[src/logic/loopback_regs_consts.vh]
// Constants for the loopback and diagnostic register bank.
// Assumes an AXI4-Lite master with 32-bit data on the far side.
`ifndef LOOPBACK_REGS_CONSTS_VH
`define LOOPBACK_REGS_CONSTS_VH

// Printed offsets are not multiples of four: kept as indices
`define IDX_LOOPBACK 5'h13
`define IDX_ERRCNT 5'h14
`define IDX_PWRDN 5'h15
`define IDX_ERRSEL 5'h18
`define IDX_IRQ_STATUS 5'h1c
`define IDX_IRQ_MASK 5'h1d

`define LB_MII 15
`define LB_ALLDIG 12
`define LB_LINEDRV 10
`define LB_REMOTE 9
`define LB_EXTCABLE 7
`define LB_TXSUPP 6
`define LB_FORCELINK 0
`define LB_WMASK 16'h96c1
`define LB_RESET 16'h1041

`define PD_EDPD 3
`define PD_PULSE 2
`define PD_WMASK 16'h000c
`define PD_RESET 16'h000c

`define SEL_SYMBOL 13
`define SEL_FALSECAR 14
`define SEL_WMASK 16'h6000

// Interrupt status bits
`define IRQ_LINK_CHG 0
`define IRQ_CNT_SAT 1
`define IRQ_WMASK 2'h3

// MII loopback settle time, two milliseconds
`define MII_SETTLE_US 2000
`define CLK_MHZ 125

`endif

[src/logic/loopback_regs.v]
// Loopback control, receive error counter and power-down registers.
// Assumes an AXI4-Lite master, error events as one-cycle pulses and
// a link-up level from the PHY core, all on clk_i.
//
// Our own choice: the AXI4-Lite register port.
`timescale 1ns/100ps
`include "loopback_regs_consts.vh"

module loopback_regs #(
  parameter SETTLE_CYCLES = `MII_SETTLE_US * `CLK_MHZ
) (
  input wire clk_i,
  input wire rst_i,
  // AXI4-Lite slave
  input wire [6:0] s_axi_awaddr_i,
  input wire s_axi_awvalid_i,
  output wire s_axi_awready_o,
  input wire [31:0] s_axi_wdata_i,
  input wire [3:0] s_axi_wstrb_i,
  input wire s_axi_wvalid_i,
  output wire s_axi_wready_o,
  output reg [1:0] s_axi_bresp_o,
  output reg s_axi_bvalid_o,
  input wire s_axi_bready_i,
  input wire [6:0] s_axi_araddr_i,
  input wire s_axi_arvalid_i,
  output wire s_axi_arready_o,
  output reg [31:0] s_axi_rdata_o,
  output reg [1:0] s_axi_rresp_o,
  output reg s_axi_rvalid_o,
  input wire s_axi_rready_i,
  // PHY core side
  input wire link_up_i,
  input wire crc_err_i,
  input wire symbol_err_i,
  input wire false_carrier_i,
  output reg mii_loopback_o,
  output reg all_digital_loopback_o,
  output reg line_driver_loopback_o,
  output reg remote_loopback_o,
  output reg ext_cable_loopback_o,
  output reg tx_suppress_o,
  output reg link_status_o,
  output reg ready_for_data_o,
  output reg edpd_enable_o,
  output reg idle_link_pulse_o,
  output wire irq_o
);

  // ************************************************************
  // Registers
  // ************************************************************
  reg [15:0] loopback_r;
  reg [15:0] pwrdn_r;
  reg [15:0] errsel_r;
  reg [15:0] errcnt_r;
  reg [15:0] errcnt_nxt;
  reg [1:0] irq_status_r;
  reg [1:0] irq_mask_r;
  reg [1:0] irq_set;
  reg [31:0] settle_r;
  reg link_status_d_r;
  // Blocks a false link-change event on the first edge after reset
  reg link_seen_r;

  reg aw_held_r;
  reg w_held_r;
  reg [4:0] aw_idx_r;
  reg [15:0] wdata_r;
  reg [1:0] wstrb_r;

  // ************************************************************
  // Write channel
  // ************************************************************
  // Address and data latched separately so either may come first
  assign s_axi_awready_o = !aw_held_r && !s_axi_bvalid_o;
  assign s_axi_wready_o = !w_held_r && !s_axi_bvalid_o;

  wire do_write = aw_held_r && w_held_r && !s_axi_bvalid_o;
  wire aw_ok = aw_idx_r == `IDX_LOOPBACK || aw_idx_r == `IDX_ERRCNT ||
               aw_idx_r == `IDX_PWRDN || aw_idx_r == `IDX_ERRSEL ||
               aw_idx_r == `IDX_IRQ_STATUS || aw_idx_r == `IDX_IRQ_MASK;

  // Byte-lane merge of the low 16 bits
  function [15:0] merge;
    input [15:0] old;
    input [15:0] nw;
    input [1:0] strb;
    input [15:0] wmask;
    begin
      merge = old;
      if (strb[0]) begin
        merge[7:0] = (nw[7:0] & wmask[7:0]) | (old[7:0] & ~wmask[7:0]);
      end
      if (strb[1]) begin
        merge[15:8] = (nw[15:8] & wmask[15:8]) |
                      (old[15:8] & ~wmask[15:8]);
      end
    end
  endfunction

  always @(posedge clk_i or posedge rst_i) begin
    if (rst_i) begin
      aw_held_r <= 1'b0;
      w_held_r <= 1'b0;
      aw_idx_r <= 5'h00;
      wdata_r <= 16'h0000;
      wstrb_r <= 2'h0;
      s_axi_bvalid_o <= 1'b0;
      s_axi_bresp_o <= 2'h0;
    end else begin
      if (s_axi_awvalid_i && s_axi_awready_o) begin
        aw_held_r <= 1'b1;
        aw_idx_r <= s_axi_awaddr_i[6:2];
      end
      if (s_axi_wvalid_i && s_axi_wready_o) begin
        w_held_r <= 1'b1;
        wdata_r <= s_axi_wdata_i[15:0];
        wstrb_r <= s_axi_wstrb_i[1:0];
      end
      if (do_write) begin
        aw_held_r <= 1'b0;
        w_held_r <= 1'b0;
        s_axi_bvalid_o <= 1'b1;
        s_axi_bresp_o <= aw_ok ? 2'h0 : 2'h3;
      end else if (s_axi_bvalid_o && s_axi_bready_i) begin
        s_axi_bvalid_o <= 1'b0;
      end
    end
  end

  // ************************************************************
  // Read channel
  // ************************************************************
  assign s_axi_arready_o = !s_axi_rvalid_o;
  wire do_read = s_axi_arvalid_i && s_axi_arready_o;
  wire [4:0] ar_idx = s_axi_araddr_i[6:2];
  wire cnt_read = do_read && ar_idx == `IDX_ERRCNT;

  always @(posedge clk_i or posedge rst_i) begin
    if (rst_i) begin
      s_axi_rvalid_o <= 1'b0;
      s_axi_rdata_o <= 32'h00000000;
      s_axi_rresp_o <= 2'h0;
    end else if (do_read) begin
      s_axi_rvalid_o <= 1'b1;
      s_axi_rresp_o <= 2'h0;
      case (ar_idx)
        // Reserved bits are never stored, so they read zero
        `IDX_LOOPBACK: s_axi_rdata_o <= {16'h0000, loopback_r};
        `IDX_ERRCNT: s_axi_rdata_o <= {16'h0000, errcnt_r};
        `IDX_PWRDN: s_axi_rdata_o <= {16'h0000, pwrdn_r};
        `IDX_ERRSEL: s_axi_rdata_o <= {16'h0000, errsel_r};
        `IDX_IRQ_STATUS: s_axi_rdata_o <= {30'h00000000, irq_status_r};
        `IDX_IRQ_MASK: s_axi_rdata_o <= {30'h00000000, irq_mask_r};
        default: begin
          s_axi_rdata_o <= 32'h00000000;
          s_axi_rresp_o <= 2'h3;
        end
      endcase
    end else if (s_axi_rvalid_o && s_axi_rready_i) begin
      s_axi_rvalid_o <= 1'b0;
    end
  end

  // ************************************************************
  // Control registers
  // ************************************************************
  always @(posedge clk_i or posedge rst_i) begin
    if (rst_i) begin
      loopback_r <= `LB_RESET;
      pwrdn_r <= `PD_RESET;
      errsel_r <= 16'h0000;
      irq_mask_r <= 2'h0;
    end else if (do_write) begin
      case (aw_idx_r)
        `IDX_LOOPBACK:
          loopback_r <= merge(loopback_r, wdata_r, wstrb_r, `LB_WMASK);
        `IDX_PWRDN:
          pwrdn_r <= merge(pwrdn_r, wdata_r, wstrb_r, `PD_WMASK);
        `IDX_ERRSEL:
          errsel_r <= merge(errsel_r, wdata_r, wstrb_r, `SEL_WMASK);
        `IDX_IRQ_MASK:
          if (wstrb_r[0]) begin
            irq_mask_r <= wdata_r[1:0] & `IRQ_WMASK;
          end
        default: begin
        end
      endcase
    end
  end

  // ************************************************************
  // Receive error counter
  // ************************************************************
  // Saturates rather than wraps so a long burst is not hidden
  always @* begin
    errcnt_nxt = errcnt_r;
    if ((errsel_r[`SEL_SYMBOL] ? symbol_err_i : crc_err_i) ||
        (errsel_r[`SEL_FALSECAR] && false_carrier_i)) begin
      if (errcnt_r != 16'hffff) begin
        errcnt_nxt = errcnt_r + 16'h0001;
      end
    end
  end

  always @(posedge clk_i or posedge rst_i) begin
    if (rst_i) begin
      errcnt_r <= 16'h0000;
    end else if (cnt_read) begin
      errcnt_r <= 16'h0000;
    end else begin
      errcnt_r <= errcnt_nxt;
    end
  end

  // ************************************************************
  // Loopback mode decode
  // ************************************************************
  wire mii_lb = loopback_r[`LB_MII];
  wire settled = settle_r >= SETTLE_CYCLES;
  wire link_now = mii_lb ? loopback_r[`LB_FORCELINK] : link_up_i;

  // Settle timer restarts on every entry into MII loopback
  always @(posedge clk_i or posedge rst_i) begin
    if (rst_i) begin
      settle_r <= 32'h00000000;
    end else if (!mii_lb) begin
      settle_r <= 32'h00000000;
    end else if (!settled) begin
      settle_r <= settle_r + 32'h00000001;
    end
  end

  always @(posedge clk_i or posedge rst_i) begin
    if (rst_i) begin
      mii_loopback_o <= 1'b0;
      all_digital_loopback_o <= 1'b0;
      line_driver_loopback_o <= 1'b0;
      remote_loopback_o <= 1'b0;
      ext_cable_loopback_o <= 1'b0;
      tx_suppress_o <= 1'b0;
      link_status_o <= 1'b0;
      ready_for_data_o <= 1'b0;
      edpd_enable_o <= 1'b0;
      idle_link_pulse_o <= 1'b0;
    end else begin
      mii_loopback_o <= mii_lb;
      all_digital_loopback_o <= loopback_r[`LB_ALLDIG];
      line_driver_loopback_o <= loopback_r[`LB_LINEDRV];
      remote_loopback_o <= loopback_r[`LB_REMOTE];
      ext_cable_loopback_o <= loopback_r[`LB_EXTCABLE];
      tx_suppress_o <= loopback_r[`LB_ALLDIG] &&
                       loopback_r[`LB_TXSUPP];
      // Forced in MII loopback, live link otherwise
      link_status_o <= link_now;
      if (loopback_r[`LB_REMOTE]) begin
        ready_for_data_o <= 1'b0;
      end else if (mii_lb) begin
        ready_for_data_o <= settled;
      end else begin
        ready_for_data_o <= link_now;
      end
      edpd_enable_o <= pwrdn_r[`PD_EDPD];
      idle_link_pulse_o <= pwrdn_r[`PD_EDPD] && pwrdn_r[`PD_PULSE];
    end
  end

  // ************************************************************
  // Interrupts
  // ************************************************************
  always @* begin
    irq_set = 2'h0;
    irq_set[`IRQ_LINK_CHG] = link_seen_r && (link_now != link_status_d_r);
    irq_set[`IRQ_CNT_SAT] = errcnt_nxt == 16'hffff &&
                            errcnt_r != 16'hffff && !cnt_read;
  end

  // Set wins over a simultaneous write-one-to-clear
  always @(posedge clk_i or posedge rst_i) begin
    if (rst_i) begin
      irq_status_r <= 2'h0;
      link_status_d_r <= 1'b0;
      link_seen_r <= 1'b0;
    end else begin
      link_status_d_r <= link_now;
      link_seen_r <= 1'b1;
      if (do_write && aw_idx_r == `IDX_IRQ_STATUS && wstrb_r[0]) begin
        irq_status_r <= (irq_status_r & ~wdata_r[1:0]) | irq_set;
      end else begin
        irq_status_r <= irq_status_r | irq_set;
      end
    end
  end

  assign irq_o = |(irq_status_r & irq_mask_r);

endmodule

[config.mk]
export PLATFORM = sky130hd
export DESIGN_NAME = loopback_regs
export DESIGN_NICKNAME = d
export VERILOG_FILES = /design/src/logic/loopback_regs.v
export VERILOG_INCLUDE_DIRS = /design/src /design/src/logic
export SDC_FILE = /design/constraint.sdc
export NUM_CORES = 1
export LEC_CHECK = 0
export BUFFER_PORTS_ARGS = -buffer_cell sky130_fd_sc_hd__buf_4
export CAP_MARGIN = 20
export CELL_PAD_IN_SITES_DETAIL_PLACEMENT = 0
export CELL_PAD_IN_SITES_GLOBAL_PLACEMENT = 1
export CORE_MARGIN = 5
export CORE_UTILIZATION = 46
export CTS_CLUSTER_DIAMETER = 100
export CTS_CLUSTER_SIZE = 28
export DETAILED_ROUTE_END_ITERATION = 16
export HOLD_SLACK_MARGIN = 0.05
export PLACE_DENSITY = 0.88
export SLEW_MARGIN = 10
export SYNTH_ARGS = -nofsm -noshare
export SYNTH_HDL_FRONTEND = slang
export SYNTH_SLANG_ARGS = --single-unit
export TNS_END_PERCENT = 1
[constraint.sdc]
create_clock -name clk_i -period 6.9 [get_ports clk_i]
set_input_delay 0.345 -clock clk_i [delete_from_list [all_inputs] [get_ports clk_i]]
set_output_delay 0.345 -clock clk_i [all_outputs]
set_load 0.03 [all_outputs]
==> reports/results.tsv, run 1 <==
stage	metric	value	unit
finish	share of cells above drive strength 1	27.71	%
job	max cap viols	0	
synthesis	Mapped Cells	480	
routing	routed vias	3761	
synthesis	number of synthesized flops with an enable pin	0	
worst_hold_path	end point of the worst hold path	s_axi_bvalid_o	
sta	Final TNS setup	0	ns
floorplanning	die area	13890	µm²
outcome	status	completed	
worst_hold_path	Hold Path Cell Cnt	2	
setup_path	Worst setup EP type	flop	
placement	RePlAce Congestion	0.8671	
setup_path	Crit Path Class	reg2reg	
cts	number of H-tree levels	4	
setup_path	CP startpoint	settle_r[23]	
finish	post-layout util	57.31	%
routing	final wirelength	11.57	mm
synthesis	Synth Flop Type	dfrtp_1	
setup_path	Reg2Reg Depth	6	
global_routing	initial antenna violation count	0	
power	Internal	1716	µW
sta	RSZ-0062 raised after global routing	no	
routing	DRT iter0 DRCs	295	
sta	Clock Skews	0.007710	ns
routing	DRC errors left	0	
synthesis	share of the yosys chip area belonging to registers	53.88	%
finish	area of the multi-input gates	2238	µm²
sta	headroom to the max-slew limit	48.25	%
placement	port bufs	70	
global_routing	GRT Residual Overflow	0	
power	Pwr per Cell Area	382.7	nW/µm²
sta	Max Freq	412.6	MHz
floorplanning	core area	11420	µm²
worst_hold_path	min-delay worst type	in2reg	
sta	Final Hold Vio Count	0	
routing	DR WL/cell	16.38	µm
cts	TritonCTS Buffers	17	
sta	Tmin final	2.424	ns
power	Seq pwr share	41.0	%
setup_path	Worst setup SP type	flop	
cts	Clock Tree Buf Depth	2	
finish	P&R area growth vs syn	22.25	%
setup_path	FF-to-FF End	settle_r[9]	
power	Power Total	2504	µW
cts	Num Clock Sinks	115	
global_routing	largest net degree at the start of global routing	66	
global_routing	vias in the first global route	3835	
sta	Slew Viols, Final	0	
synthesis	Post-Syn Area	5353	µm²
synthesis	Synth cell types	62	
placement	dpl hpwl	8.102	mm
floorplanning	num rows	39	
cts	Post-CTS Hold Buffers	1	
power	leak pwr	0.003002	µW
finish	layout net count	614	
finish	Filler Cells Inserted	980	
power	Peak VDD IR	0.0002647	V
cts	CTS tree	done	
setup_path	WP data required	7.19	ns
finish	Ant. Diodes	0	
floorplanning	Initial Utilization	46.88	%
sta	worst slew pin tran	0.7763	ns
floorplanning	Die Width	117.9	µm
floorplanning	Die H	117.9	µm
synthesis	Yosys warnings	0	
synthesis	asr flop ratio synth	100.0	%
cts	Clock Latency Late Sink	0.42	ns
worst_hold_path	Hold Path Origin	s_axi_bready_i	
sta	Final period util	35.13	%
synthesis	mean post-synth cell area	11.15	µm²
synthesis	Seq cells post-synth	115	
cts	clock transition at the registers of the reported paths	0.05	ns
power	part of the power in combinational logic	21.8	%
cts	Clock Tree Root	clkbuf_16	
power	Sw Ratio	31.46	%
setup_path	crit path max fanout	11	
cts	post-CTS setup buffer count	0	
setup_path	Worst Path Arrival	2.71	ns
floorplanning	num ports	113	
setup_path	FF-to-FF setup slack	4.48	ns
power	NetSw	787.9	µW
routing	vias per std cell	5.327	
global_routing	Global Route Usage Sum	17.30	%
setup_path	reg2reg start	settle_r[23]	
routing	Final ANT Viol Nets	0	
finish	Reg area	2884	µm²
power	Clock power frac	37.2	%
routing	first drt pass iteration count	4	
global_routing	wire length of the first global-routing pass	19.23	mm
sta	final setup fails	0	
cts	Resize count post-CTS	0	
[power groups by stage]
stage	logic [µW]	registers, µW	clock network, µW
4_1_cts	554	1030	944
5_1_grt	596	1050	976
6_report	546	1030	931
2_1_floorplan	373	1020	0
3_5_place_dp	549	1040	0
3_3_place_gp	534	1030	0
[registers in the layout, summed over array words and instances (netlist names), 2 cells and up]
signal         flops
wstrb_r            2
loopback_r         7
settle_r          32
errcnt_r          16
pwrdn_r            2
aw_idx_r           5
irq_status_r       2
s_axi_rdata_o     16
irq_mask_r         2
errsel_r           2
wdata_r           12
[Yosys cell counts (5+ instances only)]
master    number  area, µm²
mux2_2        34      382.9
xnor2_1       16      140.1
dfstp_2        5      131.4
nor2_1        49      183.9
mux2i_1        5      50.05
clkbuf_1      10      37.54
nor2b_1        5      31.28
a22o_1        14      122.6
nand3_1       23      115.1
and2_1        22      137.6
dfrtp_1      110       2753
buf_4         18      135.1
a21oi_1        9      45.04
nand4_1        9      56.30
and3_1         5      31.28
buf_2          6      30.03
o21ai_0        7      35.03
inv_1         11      41.29
xor2_1        10      87.58
nor3_1         9      45.04
nand2_1       31      116.4
[layer usage]
layer / track usage, % / part of all wire, % / vias up
li1: - / - / 1787
met1: 22.58 / 44 / 1847
met2: 26.59 / 48 / 112
met3: 5.815 / 5.9 / 15
met4: 6.882 / 1.9 / 0
met5: 0 / 0 / -
[cells in the final DEF, fill, tap and decap left out, types with 3 or more instances in the layout]
cell	netlist	routed
nand3_1	23	23
bufinv_16	0	4
mux2i_1	5	5
nand4b_1	4	4
buf_4	18	73
dfrtp_1	110	110
a31oi_1	3	3
conb_1	2	17
dfstp_2	5	5
inv_1	11	10
nor4_1	4	4
mux2_2	34	34
and3_1	5	5
and4_1	3	3
o21ai_0	7	7
xor2_1	10	10
ha_1	3	3
clkinvlp_4	0	5
a211oi_1	3	3
nor2b_1	5	5
nor4_2	4	4
a21oi_1	9	9
nand2_1	31	31
xnor2_1	16	16
clkbuf_16	0	17
nand4_1	9	9
nor2_1	49	49
nor3_1	9	9
and2_1	22	22
a22o_1	14	14
[area by class of cell]
cell class                 instances  area share, %
clock buffer                      20          6.979
multi-input combinational        330          34.21
inverter                          12         0.7266
timing repair buffer              74          8.528
tap                              143          2.734
clock inverter                    12          2.753
sequential                       115          44.07
[through the flow]
step           std cells  cell area, µm²  setup slack [ns]  hold slack [ns]
2_1_floorplan        495            5409             3.519           0.3695
3_3_place_gp         673            5897             4.584           0.4179
3_5_place_dp         673            5897             4.556           0.4209
4_1_cts              706            6544             4.493           0.1074
5_1_grt              706            6544             4.171           0.1038
6_report             706            6544             4.476           0.1204
[worst max path at each step]
stage | slack [ns] | to
final | 4.48 | settle_r[9]
after global routing | 4.17 | settle_r[9]
after CTS | 4.49 | settle_r[9]
after detailed placement | 4.56 | settle_r[9]
after global placement | 4.58 | settle_r[15]
after floorplan | 3.52 | all_digital_loopback_o
[logic make-up after synthesis]
logic type / count (synthesis) / share of synthesized area [%]
adders and majority gates: 3 / 0.7013
xor gates and xnor gates: 26 / 4.254
muxes: 39 / 8.088
other: 2 / 0.1403
AOI/OAI and AO/OA: 59 / 8.182
buffers and inverters: 50 / 5.353
DFF: 115 / 53.88
and+or+nand+nor: 186 / 19.40
[critical path: stages (launching register included)]
cell	delay (ns)
dfrtp_1	0.38
nor4_1	0.36
nand4_1	0.56
nor2_1	0.56
nand3_1	0.19
xor2_1	0.20
nor2_1	0.05
Power figures use the tool's default switching activity.
==> run 2: changes to the inputs <==
--- a/config.mk
+++ b/config.mk
@@ -11,12 +11,12 @@
 export CELL_PAD_IN_SITES_DETAIL_PLACEMENT = 0
 export CELL_PAD_IN_SITES_GLOBAL_PLACEMENT = 1
 export CORE_MARGIN = 5
-export CORE_UTILIZATION = 46
+export CORE_UTILIZATION = 43
 export CTS_CLUSTER_DIAMETER = 100
 export CTS_CLUSTER_SIZE = 28
 export DETAILED_ROUTE_END_ITERATION = 16
 export HOLD_SLACK_MARGIN = 0.05
-export PLACE_DENSITY = 0.88
+export PLACE_DENSITY = 0.83
 export SLEW_MARGIN = 10
 export SYNTH_ARGS = -nofsm -noshare
 export SYNTH_HDL_FRONTEND = slang
==> constraint.sdc (replaced) <==
create_clock -name clk_i -period 2.3 [get_ports clk_i]
set_input_delay 0.115 -clock clk_i [delete_from_list [all_inputs] [get_ports clk_i]]
set_output_delay 0.115 -clock clk_i [all_outputs]
set_load 0.03 [all_outputs]
==> run 2 against run 1 <==
Via count rose by 3.8%; flip-flop and latch count unchanged; combinational power grew to 3.3 times the previous value; routed wire length increased by 5.5%; sequential power increased to 3.0 times the previous value; register-to-register slack lost 4.3 ns; clock-buffer cell count down 2; cell area rose by 4.9%; hold slack worse by 0.055 ns; power rose to 3.0 times the previous value; cell count up 8.5%; clock power rose to 2.8 times the previous value; highest routed layer unchanged.
==> reports/results.tsv, run 2 (synthesis results as in run 1) <==
stage	metric	value	unit
routing	first drt pass iteration count	4	
outcome	status	completed	
routing	DRC errors left	0	
finish	share of cells above drive strength 1	28.43	%
job	max cap viols	0	
setup_path	WP data required	2.61	ns
finish	commonest non-fill, non-tap cell in the layout	dfrtp_1	
global_routing	initial antenna violation count	0	
worst_hold_path	min-delay worst type	in2reg	
global_routing	vias in the first global route	4080	
floorplanning	Die H	121.6	µm
floorplanning	num ports	113	
cts	CTS tree	done	
routing	DR WL/cell	15.94	µm
finish	biggest regs	settle_r (32), errcnt_r (16), s_axi_rdata_o (16)	
finish	layout net count	649	
floorplanning	die area	14780	µm²
global_routing	wire length of the first global-routing pass	20.34	mm
setup_path	critical path's top delay family	compound AO/OA/AOI/OAI gates	
global_routing	largest net degree at the start of global routing	93	
setup_path	FF-to-FF setup slack	0.21	ns
floorplanning	Die Width	121.6	µm
sta	Tmin final	2.092	ns
cts	number of H-tree levels	4	
setup_path	cells along the critical path	ha_1 -> nand3_1 -> a211o_1 -> xor2_1 -> nand3b_1 -> o31ai_1	
cts	Clock Tree Root	clkbuf_16	
placement	RePlAce Congestion	0.8477	
setup_path	Worst setup EP type	flop	
global_routing	Global Route Usage Sum	17.61	%
setup_path	reg2reg start	errcnt_r[0]	
cts	post-CTS setup buffer count	0	
setup_path	Crit Path Class	reg2reg	
worst_hold_path	Hold Path Cell Cnt	3	
sta	Final period util	90.95	%
routing	final wirelength	12.21	mm
sta	Max Freq	478.1	MHz
finish	most frequent cells in the layout	dfrtp_1 (110), buf_4 (85), nor2_1 (49), mux2_2 (34), nand2_1 (31)	
setup_path	Worst Path Arrival	2.40	ns
sta	Slew Viols, Final	0	
placement	placed insts	711	
placement	port bufs	70	
cts	Resize count post-CTS	0	
cts	clock transition at the registers of the reported paths	0.06	ns
routing	Final ANT Viol Nets	0	
finish	Most flops, register	settle_r	
finish	Ant. Diodes	0	
cts	Num Clock Sinks	115	
power	Pwr per Cell Area	1078	nW/µm²
sta	Final Hold Vio Count	0	
floorplanning	core area	12110	µm²
setup_path	worst stage delay on the critical path	0.47	ns
finish	P&R area growth vs syn	28.19	%
routing	routed vias	3904	
finish	max reg flops	32	
setup_path	slowest library cell on the worst path	dfrtp_1	
power	leak pwr	0.003145	µW
sta	final setup fails	0	
routing	DRT iter0 DRCs	268	
finish	Filler Cells Inserted	1052	
setup_path	Bufs and invs on worst path	0	
setup_path	Worst setup SP type	flop	
worst_hold_path	end point of the worst hold path	aw_held_r	
setup_path	crit path max fanout	7	
sta	RSZ-0062 raised after global routing	no	
sta	WHS	0.06569	ns
setup_path	FF-to-FF End	irq_status_r[1]	
floorplanning	Initial Utilization	44.19	%
finish	fin cells	766	
cts	TritonCTS Buffers	17	
placement	dpl hpwl	8.844	mm
worst_hold_path	Hold Path Origin	s_axi_awvalid_i	
global_routing	GRT Residual Overflow	0	
sta	Clock Skews	0.007924	ns
cts	Post-CTS Hold Buffers	23	
setup_path	Reg2Reg Depth	6	
sta	final setup margin	0.2082	ns
cts	Clock Latency Late Sink	0.41	ns
routing	vias per std cell	5.097	
placement	pre-CTS WS	0.2685	ns
cts	Clock Tree Buf Depth	2	
floorplanning	num rows	40	
sta	Final TNS setup	0	ns
power	Peak VDD IR	0.0006040	V
[run 2: cell types whose count changed in the layout (fill, tap and decap cells not counted), moves of 2 or more]
cell	change
dlygate4sd3_1	+22
buf_4	+12
inv_6	+3
bufinv_16	-2
[run 2: worst max path at each step]
stage / startpoint / end / slack [ns] / cells past startpoint
detailed placement: errcnt_r[0] / irq_status_r[1] / 0.27 / 6
global placement: errcnt_r[0] / irq_status_r[1] / 0.29 / 7
finish: errcnt_r[0] / irq_status_r[1] / 0.21 / 6
floorplan: s_axi_bvalid_o / wdata_r[0] / 0.19 / 5
global route: errcnt_r[0] / irq_status_r[1] / 0.09 / 7
CTS: errcnt_r[0] / irq_status_r[1] / 0.21 / 6
[run 2: worst min-delay path, cell delays in order]
cell     delay, ns
buf_4         0.07
nor2b_1       0.14
o21a_1        0.12
[run 2: metrics by stage]
step                util, %  total power, µW  instance area [µm²]
detailed placement    49.87             4830                 6040
global route          56.65             7787                 6862
floorplan                 -             4188                 5413
finish                56.65             7399                 6862
global placement      49.87             4758                 6040
CTS                   56.65             7488                 6862
[run 2: layout make-up]
class	instances	area, µm²	area share (%)
clock buffer	18	439.2	6.400
clock inverter	14	152.6	2.225
inverter	12	48.80	0.7112
multi-input combinational	330	2238	32.62
sequential	115	2884	42.03
tap	168	210.2	3.063
timing repair buffer	109	888.4	12.95
[run 2: layer usage]
metal / vias up / routed length [µm] / global-route usage (%)
met2: 108 / 5796 / 27.60
li1: 1863 / - / -
met4: 0 / 347 / 9.664
met5: - / 0 / 0
met1: 1907 / 5415 / 22.35
met3: 26 / 649 / 4.503
[run 2: where the power goes]
group | leakage, µW | switching, µW | internal, µW
logic | 0.00138 | 971 | 813
clock network | 0.000279 | 946 | 1630
registers | 0.00149 | 497 | 2540
total | 0.00314 | 2410 | 4990
